==> src/obcr_map.vh <==
// Register offsets, field positions, reset values and timing counts for the option config block
`ifndef OBCR_MAP_VH
`define OBCR_MAP_VH

// Register byte offsets
`define OBCR_OPT_OFF 12'h000
`define OBCR_STAT_OFF 12'h004
`define OBCR_PIN_OFF 12'h008
`define OBCR_PULLUP_OFF 12'h00c
`define OBCR_LVD_OFF 12'h010
`define OBCR_IRQ_STAT_OFF 12'h014
`define OBCR_IRQ_MASK_OFF 12'h018

// Option word fields
`define OBCR_OPT_CLK_LSB 0
`define OBCR_OPT_CLK_MSB 1
`define OBCR_OPT_RPME_BIT 2
`define OBCR_OPT_LSRUN_BIT 3
`define OBCR_OPT_WAIT_LSB 4
`define OBCR_OPT_WAIT_MSB 5
`define OBCR_OPT_RESET 8'h04

// Clock source codes
`define OBCR_CLK_XTAL 2'h0
`define OBCR_CLK_EXT 2'h1
`define OBCR_CLK_HSINT 2'h2

// Pull-up register bit for the reset-shared port
`define OBCR_PU_RST_BIT 4

// LVD control register fields
`define OBCR_LVD_EN_BIT 0
`define OBCR_LVD_IRQMODE_BIT 1

// Interrupt status bits
`define OBCR_IRQ_LVD_BIT 0
`define OBCR_IRQ_READY_BIT 1

// Stabilisation waits in microseconds per wait code, at 100 MHz
`define OBCR_CLK_MHZ 100
`define OBCR_WAIT0_US 64
`define OBCR_WAIT1_US 128
`define OBCR_WAIT2_US 256
`define OBCR_WAIT3_US 512
`define OBCR_WAIT0_CYC (`OBCR_WAIT0_US * `OBCR_CLK_MHZ)
`define OBCR_WAIT1_CYC (`OBCR_WAIT1_US * `OBCR_CLK_MHZ)
`define OBCR_WAIT2_CYC (`OBCR_WAIT2_US * `OBCR_CLK_MHZ)
`define OBCR_WAIT3_CYC (`OBCR_WAIT3_US * `OBCR_CLK_MHZ)

`endif

==> src/obcr_pin_mux.v <==
// Shared clock pin assignment from the latched clock source and variant
`timescale 1ns/1ps
module obcr_pin_mux (
	input wire [1:0] clk_src, // Latched clock source
	input wire variant_ext_only, // 1: only an external clock pin
	output wire osc_in_is_clock, // Oscillator-in pin owned by clock
	output wire osc_out_is_clock, // Oscillator-out pin owned by clock
	output wire port_a_enable, // Port/analog A usable
	output wire port_b_enable, // Port/analog B usable
	output wire port_c_enable, // Port C usable
	output wire ext_clk_pin_is_clock // External clock pin owned by clock
);
`include "obcr_map.vh"

	wire is_xtal;
	wire is_ext;

	assign is_xtal = (clk_src == `OBCR_CLK_XTAL) && !variant_ext_only;
	assign is_ext = (clk_src == `OBCR_CLK_EXT);

	assign osc_in_is_clock = is_xtal || (is_ext && !variant_ext_only);
	assign osc_out_is_clock = is_xtal;
	// Both pins free only with the internal oscillator or the unused source code 3
	assign port_a_enable = !variant_ext_only && !osc_in_is_clock;
	assign port_b_enable = !variant_ext_only && !osc_out_is_clock;
	assign port_c_enable = !(is_ext && !variant_ext_only);
	assign ext_clk_pin_is_clock = variant_ext_only && is_ext;
endmodule // obcr_pin_mux

==> src/obcr_ctrl.v <==
// Option-driven clock source, reset pin and LVD configuration with APB access
//
// Added by the designer: the APB register port and the register addresses.
`timescale 1ns/1ps
// Header comes first so the option reset value is known in the parameter list
`include "obcr_map.vh"
module obcr_ctrl #(
	parameter VARIANT_EXT_ONLY = 0,
	parameter [7:0] OPT_DEFAULT = `OBCR_OPT_RESET
) (
	input wire pclk, // APB clock, 100 MHz
	input wire presetn, // Async reset, active low
	input wire psel, // APB select
	input wire penable, // APB enable
	input wire pwrite, // APB direction
	input wire [11:0] paddr, // APB byte address
	input wire [31:0] pwdata, // APB write data
	output wire [31:0] prdata, // APB read data
	output wire pready, // APB ready
	output wire pslverr, // APB error
	input wire [7:0] option_byte, // Nonvolatile option setting
	input wire reset_pin_in, // Level on the reset-shared pin
	input wire lvd_below, // Supply below detection level
	input wire wdt_sel_lsosc, // Software choice of watchdog clock
	output reg sys_reset_n, // Internal system reset, active low
	output reg clock_ready, // System clock usable
	output reg [1:0] clk_src, // Latched clock source
	output reg wdt_clk_lsosc, // Watchdog counts low-speed clock
	output reg reset_shared_input_port, // Reset pin value in port mode
	output reg reset_pin_pullup_en, // Pull-up on reset-shared pin
	output wire osc_in_is_clock, // Oscillator-in pin owned by clock
	output wire osc_out_is_clock, // Oscillator-out pin owned by clock
	output wire port_a_enable, // Port/analog A usable
	output wire port_b_enable, // Port/analog B usable
	output wire port_c_enable, // Port C usable
	output wire ext_clk_pin_is_clock, // External clock pin owned by clock
	output wire lvd_irq, // LVD interrupt request pulse
	output wire irq // Combined interrupt, level
);

	localparam ST_HOLD = 2'd0;
	localparam [31:0] WAIT0_LEN = `OBCR_WAIT0_CYC;
	localparam [31:0] WAIT1_LEN = `OBCR_WAIT1_CYC;
	localparam [31:0] WAIT2_LEN = `OBCR_WAIT2_CYC;
	localparam [31:0] WAIT3_LEN = `OBCR_WAIT3_CYC;
	localparam ST_READ = 2'd1;
	localparam ST_WAIT = 2'd2;
	localparam ST_RUN = 2'd3;

	reg [1:0] state_reg;
	reg [7:0] opt_reg;
	reg [16:0] wait_cnt_reg;
	reg [7:0] pullup_reg;
	reg [1:0] lvd_ctl_reg;
	reg [1:0] irq_stat_reg;
	reg [1:0] irq_mask_reg;
	reg lvd_below_reg;
	reg lvd_reset_reg;
	reg [31:0] rdata_reg;
	reg [16:0] wait_len;
	wire rst_pin_mode;
	wire ls_unstoppable;
	wire lvd_cross;
	wire wr_en;
	wire rd_en;
	wire addr_ok;
	wire ready_evt;

	assign rst_pin_mode = opt_reg[`OBCR_OPT_RPME_BIT];
	assign ls_unstoppable = opt_reg[`OBCR_OPT_LSRUN_BIT];

	////////////////////////////////////////////////////////////////////////////
	// APB slave: zero wait states, unmapped address answers with pslverr

	assign wr_en = psel && penable && pwrite;
	assign rd_en = psel && !penable && !pwrite;
	assign addr_ok = (paddr == `OBCR_OPT_OFF) || (paddr == `OBCR_STAT_OFF) ||
		(paddr == `OBCR_PIN_OFF) || (paddr == `OBCR_PULLUP_OFF) ||
		(paddr == `OBCR_LVD_OFF) || (paddr == `OBCR_IRQ_STAT_OFF) ||
		(paddr == `OBCR_IRQ_MASK_OFF);
	assign pready = 1'b1;
	assign pslverr = psel && penable && !addr_ok;
	assign prdata = rdata_reg;

	always @(posedge pclk or negedge presetn) begin
		if (!presetn) begin
			rdata_reg <= 32'h0000_0000;
		end else if (rd_en) begin
			case (paddr)
				`OBCR_OPT_OFF: rdata_reg <= {24'h00_0000, opt_reg};
				`OBCR_STAT_OFF: rdata_reg <= {26'h000_0000, wdt_clk_lsosc, lvd_below_reg,
					clk_src, clock_ready, sys_reset_n};
				`OBCR_PIN_OFF: rdata_reg <= {25'h000_0000, reset_shared_input_port,
					ext_clk_pin_is_clock, port_c_enable, port_b_enable, port_a_enable,
					osc_out_is_clock, osc_in_is_clock};
				`OBCR_PULLUP_OFF: rdata_reg <= {24'h00_0000, pullup_reg};
				`OBCR_LVD_OFF: rdata_reg <= {30'h0000_0000, lvd_ctl_reg};
				`OBCR_IRQ_STAT_OFF: rdata_reg <= {30'h0000_0000, irq_stat_reg};
				`OBCR_IRQ_MASK_OFF: rdata_reg <= {30'h0000_0000, irq_mask_reg};
				default: rdata_reg <= 32'h0000_0000;
			endcase
		end
	end

	always @(posedge pclk or negedge presetn) begin
		if (!presetn) begin
			pullup_reg <= 8'h00;
			lvd_ctl_reg <= 2'h0;
			irq_mask_reg <= 2'h0;
		end else if (wr_en) begin
			case (paddr)
				`OBCR_PULLUP_OFF: pullup_reg <= pwdata[7:0];
				`OBCR_LVD_OFF: lvd_ctl_reg <= pwdata[1:0];
				`OBCR_IRQ_MASK_OFF: irq_mask_reg <= pwdata[1:0];
				default: pullup_reg <= pullup_reg;
			endcase
		end
	end

	////////////////////////////////////////////////////////////////////////////
	// Start-up sequence

	always @* begin
		case (opt_reg[`OBCR_OPT_WAIT_MSB:`OBCR_OPT_WAIT_LSB])
			2'h0: wait_len = WAIT0_LEN[16:0];
			2'h1: wait_len = WAIT1_LEN[16:0];
			2'h2: wait_len = WAIT2_LEN[16:0];
			default: wait_len = WAIT3_LEN[16:0];
		endcase
	end

	// Option is sampled once on each pass through ST_READ, after every reset, so the clock and pin setup
	// cannot shift under running software
	always @(posedge pclk or negedge presetn) begin
		if (!presetn) begin
			state_reg <= ST_HOLD;
			opt_reg <= `OBCR_OPT_RESET;
			clk_src <= `OBCR_CLK_HSINT;
			wait_cnt_reg <= 17'h0_0000;
			sys_reset_n <= 1'b0;
			clock_ready <= 1'b0;
		end else begin
			case (state_reg)
				ST_HOLD: begin
					// Pin low before the option is read keeps the part in reset
					if (reset_pin_in) begin
						state_reg <= ST_READ;
					end
				end
				ST_READ: begin
					if (!reset_pin_in) begin
						state_reg <= ST_HOLD;
					end else begin
						opt_reg <= option_byte;
						clk_src <= option_byte[`OBCR_OPT_CLK_MSB:`OBCR_OPT_CLK_LSB];
						wait_cnt_reg <= 17'h0_0000;
						state_reg <= ST_WAIT;
					end
				end
				ST_WAIT: begin
					// Wait applies to the crystal only
					if (clk_src != `OBCR_CLK_XTAL || VARIANT_EXT_ONLY != 0 ||
						wait_cnt_reg >= wait_len - 17'h0_0001) begin
						state_reg <= ST_RUN;
						clock_ready <= 1'b1;
						sys_reset_n <= 1'b1;
					end else begin
						wait_cnt_reg <= wait_cnt_reg + 17'h0_0001;
					end
				end
				ST_RUN: begin
					// Pin as reset re-enters reset; LVD reset mode does too
					if ((rst_pin_mode && !reset_pin_in) || lvd_reset_reg) begin
						state_reg <= ST_HOLD;
						sys_reset_n <= 1'b0;
						clock_ready <= 1'b0;
					end
				end
				default: state_reg <= ST_HOLD;
			endcase
		end
	end

	////////////////////////////////////////////////////////////////////////////
	// Reset pin port mode and watchdog clock

	always @(posedge pclk or negedge presetn) begin
		if (!presetn) begin
			reset_shared_input_port <= 1'b0;
			reset_pin_pullup_en <= 1'b1;
			wdt_clk_lsosc <= 1'b1;
		end else begin
			if (rst_pin_mode || state_reg != ST_RUN) begin
				reset_shared_input_port <= 1'b0;
				reset_pin_pullup_en <= 1'b1;
			end else begin
				reset_shared_input_port <= reset_pin_in;
				reset_pin_pullup_en <= pullup_reg[`OBCR_PU_RST_BIT];
			end
			wdt_clk_lsosc <= ls_unstoppable | wdt_sel_lsosc;
		end
	end

	////////////////////////////////////////////////////////////////////////////
	// Low-voltage detector: both directions of crossing are events

	assign lvd_cross = lvd_ctl_reg[`OBCR_LVD_EN_BIT] && (lvd_below != lvd_below_reg);
	assign lvd_irq = lvd_cross && lvd_ctl_reg[`OBCR_LVD_IRQMODE_BIT];
	assign ready_evt = (state_reg == ST_WAIT) && (clk_src != `OBCR_CLK_XTAL ||
		VARIANT_EXT_ONLY != 0 || wait_cnt_reg >= wait_len - 17'h0_0001);

	always @(posedge pclk or negedge presetn) begin
		if (!presetn) begin
			lvd_below_reg <= 1'b0;
			lvd_reset_reg <= 1'b0;
		end else begin
			lvd_below_reg <= lvd_below;
			// Reset re-entered from ST_RUN while below; request clears one cycle after lvd_below falls
			lvd_reset_reg <= lvd_ctl_reg[`OBCR_LVD_EN_BIT] &&
				!lvd_ctl_reg[`OBCR_LVD_IRQMODE_BIT] && lvd_below;
		end
	end

	////////////////////////////////////////////////////////////////////////////
	// Interrupt status, set wins over write-one-to-clear

	always @(posedge pclk or negedge presetn) begin
		if (!presetn) begin
			irq_stat_reg <= 2'h0;
		end else begin
			irq_stat_reg <= (irq_stat_reg &
				~((wr_en && paddr == `OBCR_IRQ_STAT_OFF) ? pwdata[1:0] : 2'h0)) |
				{ready_evt, lvd_irq};
		end
	end

	assign irq = |(irq_stat_reg & irq_mask_reg);

	obcr_pin_mux u_pin_mux (
		.clk_src(clk_src),
		.variant_ext_only(VARIANT_EXT_ONLY != 0),
		.osc_in_is_clock(osc_in_is_clock),
		.osc_out_is_clock(osc_out_is_clock),
		.port_a_enable(port_a_enable),
		.port_b_enable(port_b_enable),
		.port_c_enable(port_c_enable),
		.ext_clk_pin_is_clock(ext_clk_pin_is_clock)
	);
endmodule // obcr_ctrl

==> config.mk <==
export PLATFORM = sky130hd
export DESIGN_NAME = obcr_ctrl
export DESIGN_NICKNAME = d
export VERILOG_FILES = /design/src/obcr_pin_mux.v /design/src/obcr_ctrl.v
export VERILOG_INCLUDE_DIRS = /design/src
export SDC_FILE = /design/constraint.sdc
export NUM_CORES = 1
export LEC_CHECK = 0
export ABC_AREA = 0
export BUFFER_PORTS_ARGS = -buffer_cell sky130_fd_sc_hd__buf_2
export CAP_MARGIN = 10
export CELL_PAD_IN_SITES_DETAIL_PLACEMENT = 0
export CELL_PAD_IN_SITES_GLOBAL_PLACEMENT = 1
export CORE_MARGIN = 8
export CORE_UTILIZATION = 40
export CTS_CLUSTER_DIAMETER = 150
export DETAILED_ROUTE_END_ITERATION = 10
export GPL_TIMING_DRIVEN = 0
export PLACE_DENSITY_LB_ADDON = 0.1
export SETUP_SLACK_MARGIN = 0.3
export SLEW_MARGIN = 20
export SYNTH_ARGS = -nofsm -noshare
export SYNTH_HDL_FRONTEND = slang
export SYNTH_HIERARCHICAL = 1
export SYNTH_SLANG_ARGS = --single-unit
==> constraint.sdc <==
create_clock -name pclk -period 6 [get_ports pclk]
set_input_delay 0 -clock pclk [delete_from_list [all_inputs] [get_ports pclk]]
set_output_delay 0 -clock pclk [all_outputs]
set_load 0.02 [all_outputs]
After elaboration in Yosys (flattened, before gate mapping)
Index checks and enable logic that the tools add are counted.
{"block": "word_totals", "ff_bits": 81, "out_inout_bits": 49, "input_bits": 60}
{"block": "op_classes", "n_addsub": 2, "bitwise": 5, "eq_ne": 19, "order_cmp": 1, "muxes": 16, "reduce_logical": 45}
{"cell": "8-bit case mux with 7 select lines", "n": 1}
{"cell": "16-bit case mux with 3 select lines", "n": 1}
{"cell": "12-bit by 5-bit equality test with 1-bit output, second input constant", "n": 3}
{"cell": "17-bit two-way mux", "n": 2}
{"cell": "17-bit case mux with 2 select lines", "n": 1}
{"cell": "12-bit by 4-bit equality test with 1-bit output, second input constant", "n": 2}
{"cell": "17-bit by 1-bit adder with 17-bit output, second input constant", "n": 1}
{"cell": "17-bit >= comparator", "n": 1}
{"cell": "17-bit by 1-bit subtractor with 17-bit output, second input constant", "n": 1}
{"cell": "12-bit by 3-bit equality test with 1-bit output, second input constant", "n": 1}
{"cell": "1-bit logical AND", "n": 12}
{"cell": "12-bit logical NOT", "n": 1}
{"cell": "2-bit != test, second input constant", "n": 6}
{"cell": "1-bit logical OR", "n": 10}
{"cell": "2-bit two-way mux", "n": 5}
{"cell": "3-bit AND reduction", "n": 3}
{"cell": "1-bit logical NOT", "n": 8}
{"cell": "2-bit case mux with 4 select lines", "n": 1}
{"cell": "2-bit AND reduction", "n": 4}
{"cell": "2-bit by 1-bit equality test with 1-bit output, second input constant", "n": 3}
{"cell": "2-bit equality test, second input constant", "n": 3}
{"cell": "2-bit logical NOT", "n": 3}
{"cell": "2-bit nonzero test", "n": 3}
{"cell": "2-bit AND", "n": 2}
{"cell": "other kinds (7)", "n": 10}

Logic depth before layout (Yosys ltp)
Gate-level depths: netlist of run 1.
{"block": "logic_depth", "depth_word": 9, "ltp_mapped": 11, "depth_no_buf": 9}

By module
Netlist of run 1, hierarchy kept.
{"mod": "obcr_ctrl", "n_inst": 1, "area_per_inst_um2": 3399.5, "cells_each": 355}
{"mod": "obcr_pin_mux", "n_inst": 1, "area_per_inst_um2": 43.8, "cells_each": 6}

Worst setup path after synthesis of run 1
OpenSTA, ideal clock, no wires.
{"block": "synth_timing", "kind": "flip-flop to flip-flop", "startpoint": "reg opt_reg[4]", "endpoint": "reg wait_cnt_reg[16]", "slack_ns": 3.352, "setup_ns": 0.078, "period_less_slack_ns": 2.648, "path_stages_with_launch": 10, "t_arrival_ns": 2.570, "cell_sequence": "dfrtp_1 inv_1 ha_1 or3_1 ha_1 and4_1 a311o_1 buf_6 or4_1 a21oi_1"}
{"block": "synth_between", "elab_chain_len": 7}
{"element": "from (decl)", "line_no": "obcr_ctrl.v:51", "rtl": "reg [7:0] opt_reg;"}
{"element": "from (signal assigned)", "line_no": "obcr_ctrl.v:137", "rtl": "opt_reg <= `OBCR_OPT_RESET;"}
{"element": "from (signal assigned)", "line_no": "obcr_ctrl.v:154", "rtl": "opt_reg <= option_byte;"}
{"element": "2-bit equality test (tied with other cells)", "line_no": "obcr_ctrl.v:124", "rtl": "case (opt_reg[`OBCR_OPT_WAIT_MSB:`OBCR_OPT_WAIT_LSB])"}
{"element": "16-bit case mux with 3 select lines *", "line_no": "obcr_ctrl.v:124"}
{"element": "17-bit by 1-bit subtractor with 17-bit output *", "line_no": "obcr_ctrl.v:163", "rtl": "wait_cnt_reg >= wait_len - 17'h0_0001) begin"}
{"element": "17-bit >= comparator *", "line_no": "obcr_ctrl.v:163"}
{"element": "1-bit logical OR *", "line_no": "obcr_ctrl.v:162", "rtl": "if (clk_src != `OBCR_CLK_XTAL || VARIANT_EXT_ONLY != 0 ||"}
{"element": "2-bit != test (no source line) *"}
{"element": "3-bit AND reduction (no source line) *"}
{"element": "to (signal assigned)", "line_no": "obcr_ctrl.v:168", "rtl": "wait_cnt_reg <= wait_cnt_reg + 17'h0_0001;"}
{"element": "to (decl)", "line_no": "obcr_ctrl.v:52", "rtl": "reg [16:0] wait_cnt_reg;"}
Every way passes the cells marked *; elsewhere a longest branch is shown, timed or not.
A chain may end at the register's enable or synchronous reset.

Final worst setup path of run 1
{"block": "layout_timing", "startpoint": "reg opt_reg[5]", "endpoint": "reg wait_cnt_reg[12]"}
Same word-level chain as after synthesis.

==> reports/qor.csv, run 1 <==
stage;metric;value;unit
outcome;status;complete, no violations;
pwr;pwr dens;298;nW/um^2
global_routing;initial antenna violation count;0;
place;Placer Congestion;0.842;
final_layout;P&R area growth vs syn;23.5;%
sta;RSZ-0062 raised after global routing;no;
final_layout;commonest non-fill, non-tap cell in the layout;buf_2;
yosys;cell accounting for the most synthesized area;dfrtp_1;
clocking;postcts setup bufs;0;
place;DP Cell Count;553;
global_routing;GR Util All Layers;15.8;%
yosys;Distinct cells, synth;55;
pwr;clock group share of total power;16.5;%
worst_setup_path;Reg2Reg Depth;11;
yosys;top-area cell type share of the netlist area;37.8;%
pwr;Logic pwr share;42.7;%
sta;Max Clk Rate;332;MHz
floorplanning;# IOs;109;
sta;Slew HR;51.5;%
pwr;sequential power share;40.8;%
yosys;ys flop type;dfrtp_1;
job;number of max-cap violations;0;
sta;fin worst setup slack;2990;ps
route;routed len/inst;16.0;um
final_layout;share of post-route cells with drive strength above 1;23.7;%
final_layout;most frequent cells in the layout;buf_2, dfrtp_1, nand2_1;
worst_setup_path;CP Launch Type;flip-flop;
route;Initial DRC Count;111;
clocking;CTS-repair resized insts;0;
clocking;CTS max path bufs;2;
pwr;internal power;0.000741;W
worst_setup_path;CP Max Fanout;10;
place;worst slack, placed;3010;ps
route;post-route ant nets;0;
place;DP Wirelength;6.96;mm
route;via count;2938;
sta;setup violators final;0;
sta;fin crit share;50.2;%
floorplanning;Starting Density;40.3;%
yosys;flops & latches, synth;56;
final_layout;antenna fix cells;0;
worst_setup_path;Worst Path Required;6230;ps
yosys;sequential area share after synthesis;40.8;%
sta;Tightest Pin Transition;728;ps
route;final WL;9.28;mm
global_routing;overflow left after global routing;0;
yosys;Mapped Area;3440;um^2
clocking;CTS tree;built;
final_layout;post-layout net count;548;
clocking;CTS sink cnt;56;
sta;Final Critical Period;3010;ps
pwr;Worst VDD drop;0.168;mV
clocking;H-tree Lvls;2;
sta;Max Slew Vio Count;0;
global_routing;number of global-route vias before repair;2930;
route;drt first pass iters;5;
hold_path;worst hold path depth;5;
yosys;Post-synth EDFFs;0;
place;PortBufs;55;
worst_setup_path;Worst Setup End Kind;flip-flop;
worst_setup_path;WS Path Type;reg2reg;
yosys;Ys Warns;6;
clocking;Num CTS Buffers;5;
hold_path;HP Class;in2reg;
final_layout;max reg flops;17;
yosys;mean post-synth cell area;9.54;um^2
floorplanning;Die Height;109;um
final_layout;fin cells;581;
route;Via density;5.06;
worst_setup_path;CP Data Arrival Time;3240;ps
sta;final hold violations;0;
pwr;Leak;2.08;nW
sta;Fin Setup TNS;0;ps
route;DRC violations left;0;
sta;Layout Skew;4.92;ps
global_routing;first-pass GRT wire length;14.9;mm
yosys;synth top area cells;dfrtp_1, buf_4, ha_1;
yosys;fraction of registers with async set/reset;100;%
yosys;Mapped Cells;361;
global_routing;pin count of the biggest net entering global routing;57;
clocking;Reg clk slew, reported paths;100;ps
clocking;Clk Latency, worst-skew pair;310;ps
pwr;NetSw;0.000528;W
clocking;CTS root buffer;clkbuf_8;
floorplanning;die width;109;um
floorplanning;# rows;34;
pwr;Sw Ratio;41.6;%
floorplanning;area of the core;8550;um^2
floorplanning;die area;11800;um^2
final timing paths:
kind	startpoint	to	slack, ps
max	opt_reg[5]	wait_cnt_reg[12]	2990
min	pwrite	irq_stat_reg[0]	200
max reg2reg	opt_reg[5]	wait_cnt_reg[12]	2990
min reg2reg	lvd_ctl_reg[1]	lvd_reset_reg	470
max in group asynchronous	presetn	prdata[5]	5230
min in group asynchronous	presetn	opt_reg[5]	260
critical path, cell delays in order, from the launching register on:
cell,delay (ps)
dfrtp_1,480
inv_1,150
ha_1,250
xor2_1,150
ha_1,270
nand4_1,200
nor4_1,430
o31a_1,240
buf_2,230
buf_2,270
o31ai_1,110
a21oi_1,150
power groups by stage:
stage	clock [W]	sequential, W	combinational [W]
after floorplan	0	0.000515	0.000372
after global placement	0	0.000525	0.000531
after detailed placement	0	0.000525	0.000532
after CTS	0.000220	0.000518	0.000546
after global routing	0.000236	0.000531	0.000610
final	0.000209	0.000517	0.000542
synthesized netlist by cell type (8+ instances only):
library cell  count
a21oi_1          19
buf_4            27
clkbuf_1         13
dfrtp_1          52
ha_1             16
inv_1            14
mux2_1            8
mux2i_1           8
nand2_1          50
nand3_1          12
nand4_1           8
nor2_1           12
o21ai_0          11
o31ai_1          14
or4_1            14
metal layers:
metal	track usage (%)	vias to the layer above	wire (um)
met5	0	-	0
met4	3.71	0	40
met3	3.01	2	656
met2	25.2	77	4260
met1	21.6	1393	4320
li1	-	1466	-
repair_timing:
| action | 4_1_cts | 5_1_grt |
|---|---|---|
| endpoints found under the setup margin | 0 | 0 |
| endpoints found under the hold margin | 78 | 0 |
| hold buffers | 20 | 0 |
logic make-up (layout without fill, tap and decap cells):
group                    after synthesis  count (layout)  share of synthesized area, %
other                                  2              31                         0.218
AND/OR/NAND/NOR                      137             137                          21.1
XOR/XNOR                               2               2                         0.509
AO/OA/AOI/OAI                         62              62                          11.7
buffers and inverters                 61             144                          10.2
flip-flops                            56              56                          40.8
multiplexers                          25              25                          9.63
adder cells (fa/ha/maj)               16              16                          5.81
per-stage QoR:
step                      power (W)  area, um^2  utilization (%)  hold slack, ps
after floorplan            0.000887        3550                -            -296
after global placement      0.00106        3960             46.3             154
after detailed placement    0.00106        3970             46.4             110
after CTS                   0.00128        4250             49.8             188
after global routing        0.00138        4250             49.8             246
final                       0.00127        4250             49.8             204
area by class of cell:
type	count	area (um^2)
fill	818	4300
multi-input combinational	273	1800
sequential	56	1410
timing repair buffer	75	478
buffer	47	298
tap	108	135
clock buffer	6	72.6
inverter	14	52.6
clock inverter	2	16.3
No activity file was read; power rests on OpenSTA's default activity.
==> run 2: changes to the inputs <==
--- a/config.mk
+++ b/config.mk
@@ -12,7 +12,7 @@
 export CELL_PAD_IN_SITES_DETAIL_PLACEMENT = 0
 export CELL_PAD_IN_SITES_GLOBAL_PLACEMENT = 1
 export CORE_MARGIN = 8
-export CORE_UTILIZATION = 40
+export CORE_UTILIZATION = 35
 export CTS_CLUSTER_DIAMETER = 150
 export DETAILED_ROUTE_END_ITERATION = 10
 export GPL_TIMING_DRIVEN = 0
==> constraint.sdc (replaced) <==
create_clock -name pclk -period 2.4 [get_ports pclk]
set_input_delay 0 -clock pclk [delete_from_list [all_inputs] [get_ports pclk]]
set_output_delay 0 -clock pclk [all_outputs]
set_load 0.02 [all_outputs]
==> reports/qor.csv, run 2 (synthesis results as in run 1) <==
stage;metric;value;unit;change
outcome;status;finished, violations left;;was complete, no violations
outcome;failing checks;negative setup slack;;
route;drt first pass iters;4;;was 5
floorplanning;# rows;36;;was 34
route;post-route ant nets;0;;unchanged
worst_setup_path;CP Data Arrival Time;2900;ps;was 3240 ps
place;PortBufs;55;;unchanged
sta;fin worst setup slack;-333;ps;was 2990 ps
global_routing;pin count of the biggest net entering global routing;57;;unchanged
sta;Max Clk Rate;366;MHz;was 332 MHz
global_routing;number of global-route vias before repair;2833;;was 2930
global_routing;GR Util All Layers;14.0;%;was 15.8%
floorplanning;die area;13300;um^2;was 11800 um^2
hold_path;min-delay src;pwrite;;unchanged
clocking;Clk Latency, worst-skew pair;310;ps;about the same
clocking;CTS sink cnt;56;;unchanged
floorplanning;area of the core;9680;um^2;was 8550 um^2
final_layout;commonest non-fill, non-tap cell in the layout;buf_2;;unchanged
sta;final hold violations;0;;unchanged
sta;Slew HR;51.1;%;was 51.5%
global_routing;first-pass GRT wire length;14.8;mm;was 14.9 mm
hold_path;HP Class;in2reg;;unchanged
place;Placer Congestion;0.813;;was 0.842
route;routed len/inst;15.1;um;was 16.0 um
worst_setup_path;r2r setup slk;-330;ps;was 2990 ps
global_routing;overflow left after global routing;0;;unchanged
sta;WHS;215;ps;was 204 ps
route;DRC violations left;0;;unchanged
final_layout;most frequent cells in the layout;buf_2, nand2_1, dfrtp_1;;was buf_2, dfrtp_1, nand2_1
clocking;CTS tree;built;;unchanged
clocking;CTS root buffer;clkbuf_8;;unchanged
final_layout;post-layout net count;555;;was 548
worst_setup_path;Reg2Reg Depth;9;;was 11
pwr;pwr dens;803;nW/um^2;was 298 nW/um^2
place;DP Wirelength;6.95;mm;was 6.96 mm
sta;Max Slew Vio Count;0;;unchanged
worst_setup_path;RR Endpoint;wait_cnt_reg[7];;was wait_cnt_reg[12]
worst_setup_path;WS Path Type;reg2reg;;unchanged
floorplanning;Starting Density;35.6;%;was 40.3%
pwr;Leak;2.15;nW;was 2.08 nW
route;final WL;9.25;mm;was 9.28 mm
sta;Tightest Pin Transition;733;ps;was 728 ps
final_layout;share of post-route cells with drive strength above 1;31.0;%;was 23.7%
floorplanning;# IOs;109;;unchanged
clocking;CTS max path bufs;2;;unchanged
floorplanning;die width;115;um;was 109 um
clocking;Num CTS Buffers;5;;unchanged
job;number of max-cap violations;0;;unchanged
route;Via density;4.75;;was 5.06
worst_setup_path;CP Launch Type;flip-flop;;unchanged
final_layout;max reg flops;17;;unchanged
sta;setup violators final;20;;was 0
hold_path;Hold Path End;irq_stat_reg[0];;unchanged
final_layout;P&R area growth vs syn;33.1;%;was 23.5%
route;via count;2911;;was 2938
worst_setup_path;Worst Setup End Kind;flip-flop;;unchanged
sta;Layout Skew;13.8;ps;was 4.92 ps
worst_setup_path;Worst Path Required;2560;ps;was 6230 ps
pwr;Worst VDD drop;0.460;mV;was 0.168 mV
global_routing;initial antenna violation count;0;;unchanged
sta;fin crit share;114;%;was 50.2%
worst_setup_path;CP Max Fanout;10;;unchanged
final_layout;antenna fix cells;0;;unchanged
clocking;Reg clk slew, reported paths;110;ps;was 100 ps
route;Initial DRC Count;120;;was 111
hold_path;worst hold path depth;5;;unchanged
clocking;H-tree Lvls;2;;unchanged
worst_setup_path;R2R Path Start;opt_reg[4];;was opt_reg[5]
sta;Final Critical Period;2730;ps;was 3010 ps
sta;RSZ-0062 raised after global routing;yes;;was no
place;worst slack, placed;-536;ps;was 3010 ps
floorplanning;Die Height;115;um;was 109 um
## run 2: changes by cell type in the layout (fill, tap and decap cells not counted), moves of 3 or more
cell and delta:
buf_6 +3, o31ai_2 +8, inv_1 -3, o31ai_1 -8
ha_1 -5, buf_4 +4, ha_4 +3
## run 2: area by class of cell
cell class / instances / area, um^2
clock buffers: 6 / 72.6
well taps: 133 / 166
multi-input cells: 273 / 1950
flip-flops and latches: 56 / 1410
fillers: 948 / 5100
inverters: 14 / 57.6
clock inverters: 2 / 60.1
plain buffers: 47 / 322
repair buffers: 82 / 544
## run 2: what timing repair did
item                                   4_1_cts  5_1_grt
setup endpoints to repair                   20       20
gates cloned                                 0        2
pin swaps                                    2        8
hold buffers                                20        0
buffers inserted                             2        3
endpoints found under the hold margin       77        0
resized for setup                           14       27
## run 2: worst max-delay path, cell delays in order (launching register included)
cell and delay, ps:
dfrtp_2 490, ha_2 220, or3_4 370, ha_4 160, or3_4 330, a311o_2 380, buf_6 160, clkbuf_8 180
o31ai_1 200, a21oi_1 90
## run 2: stage by stage
stage	setup TNS, ps	cells	utilization, %	instance area, um^2	power [W]
6_report	-5310	613	47.3	4580	0.00368
5_1_grt	-6950	613	47.3	4580	0.00395
4_1_cts	-4990	608	45.7	4430	0.00354
3_5_place_dp	-8620	578	41.6	4030	0.00268
3_3_place_gp	-8450	578	41.5	4020	0.00266
2_1_floorplan	-2420	390	-	3580	0.00225
## run 2: how the worst max path moves through the flow
stage | start | end | cells past startpoint
after global placement | opt_reg[5] | wait_cnt_reg[11] | 11
after detailed placement | opt_reg[5] | wait_cnt_reg[16] | 11
after floorplan | opt_reg[5] | wait_cnt_reg[16] | 9
after CTS | opt_reg[5] | wait_cnt_reg[16] | 9
final | opt_reg[4] | wait_cnt_reg[7] | 9
after global routing | opt_reg[4] | wait_cnt_reg[14] | 8
## run 2: power by group
part / switching, W / internal [W]
clock network: 0.000321 / 0.000418
registers: 0.000194 / 0.00112
logic: 0.000933 / 0.000693
## run 2: per-layer routing
| metal | global-route usage, % | share of wire [%] | up-vias |
|---|---|---|---|
| met2 | 24.0 | 48 | 53 |
| met5 | 0 | 0 | - |
| met4 | 3.24 | 1.2 | 0 |
| li1 | - | - | 1479 |
| met1 | 17.6 | 46 | 1370 |
| met3 | 2.73 | 4.9 | 9 |
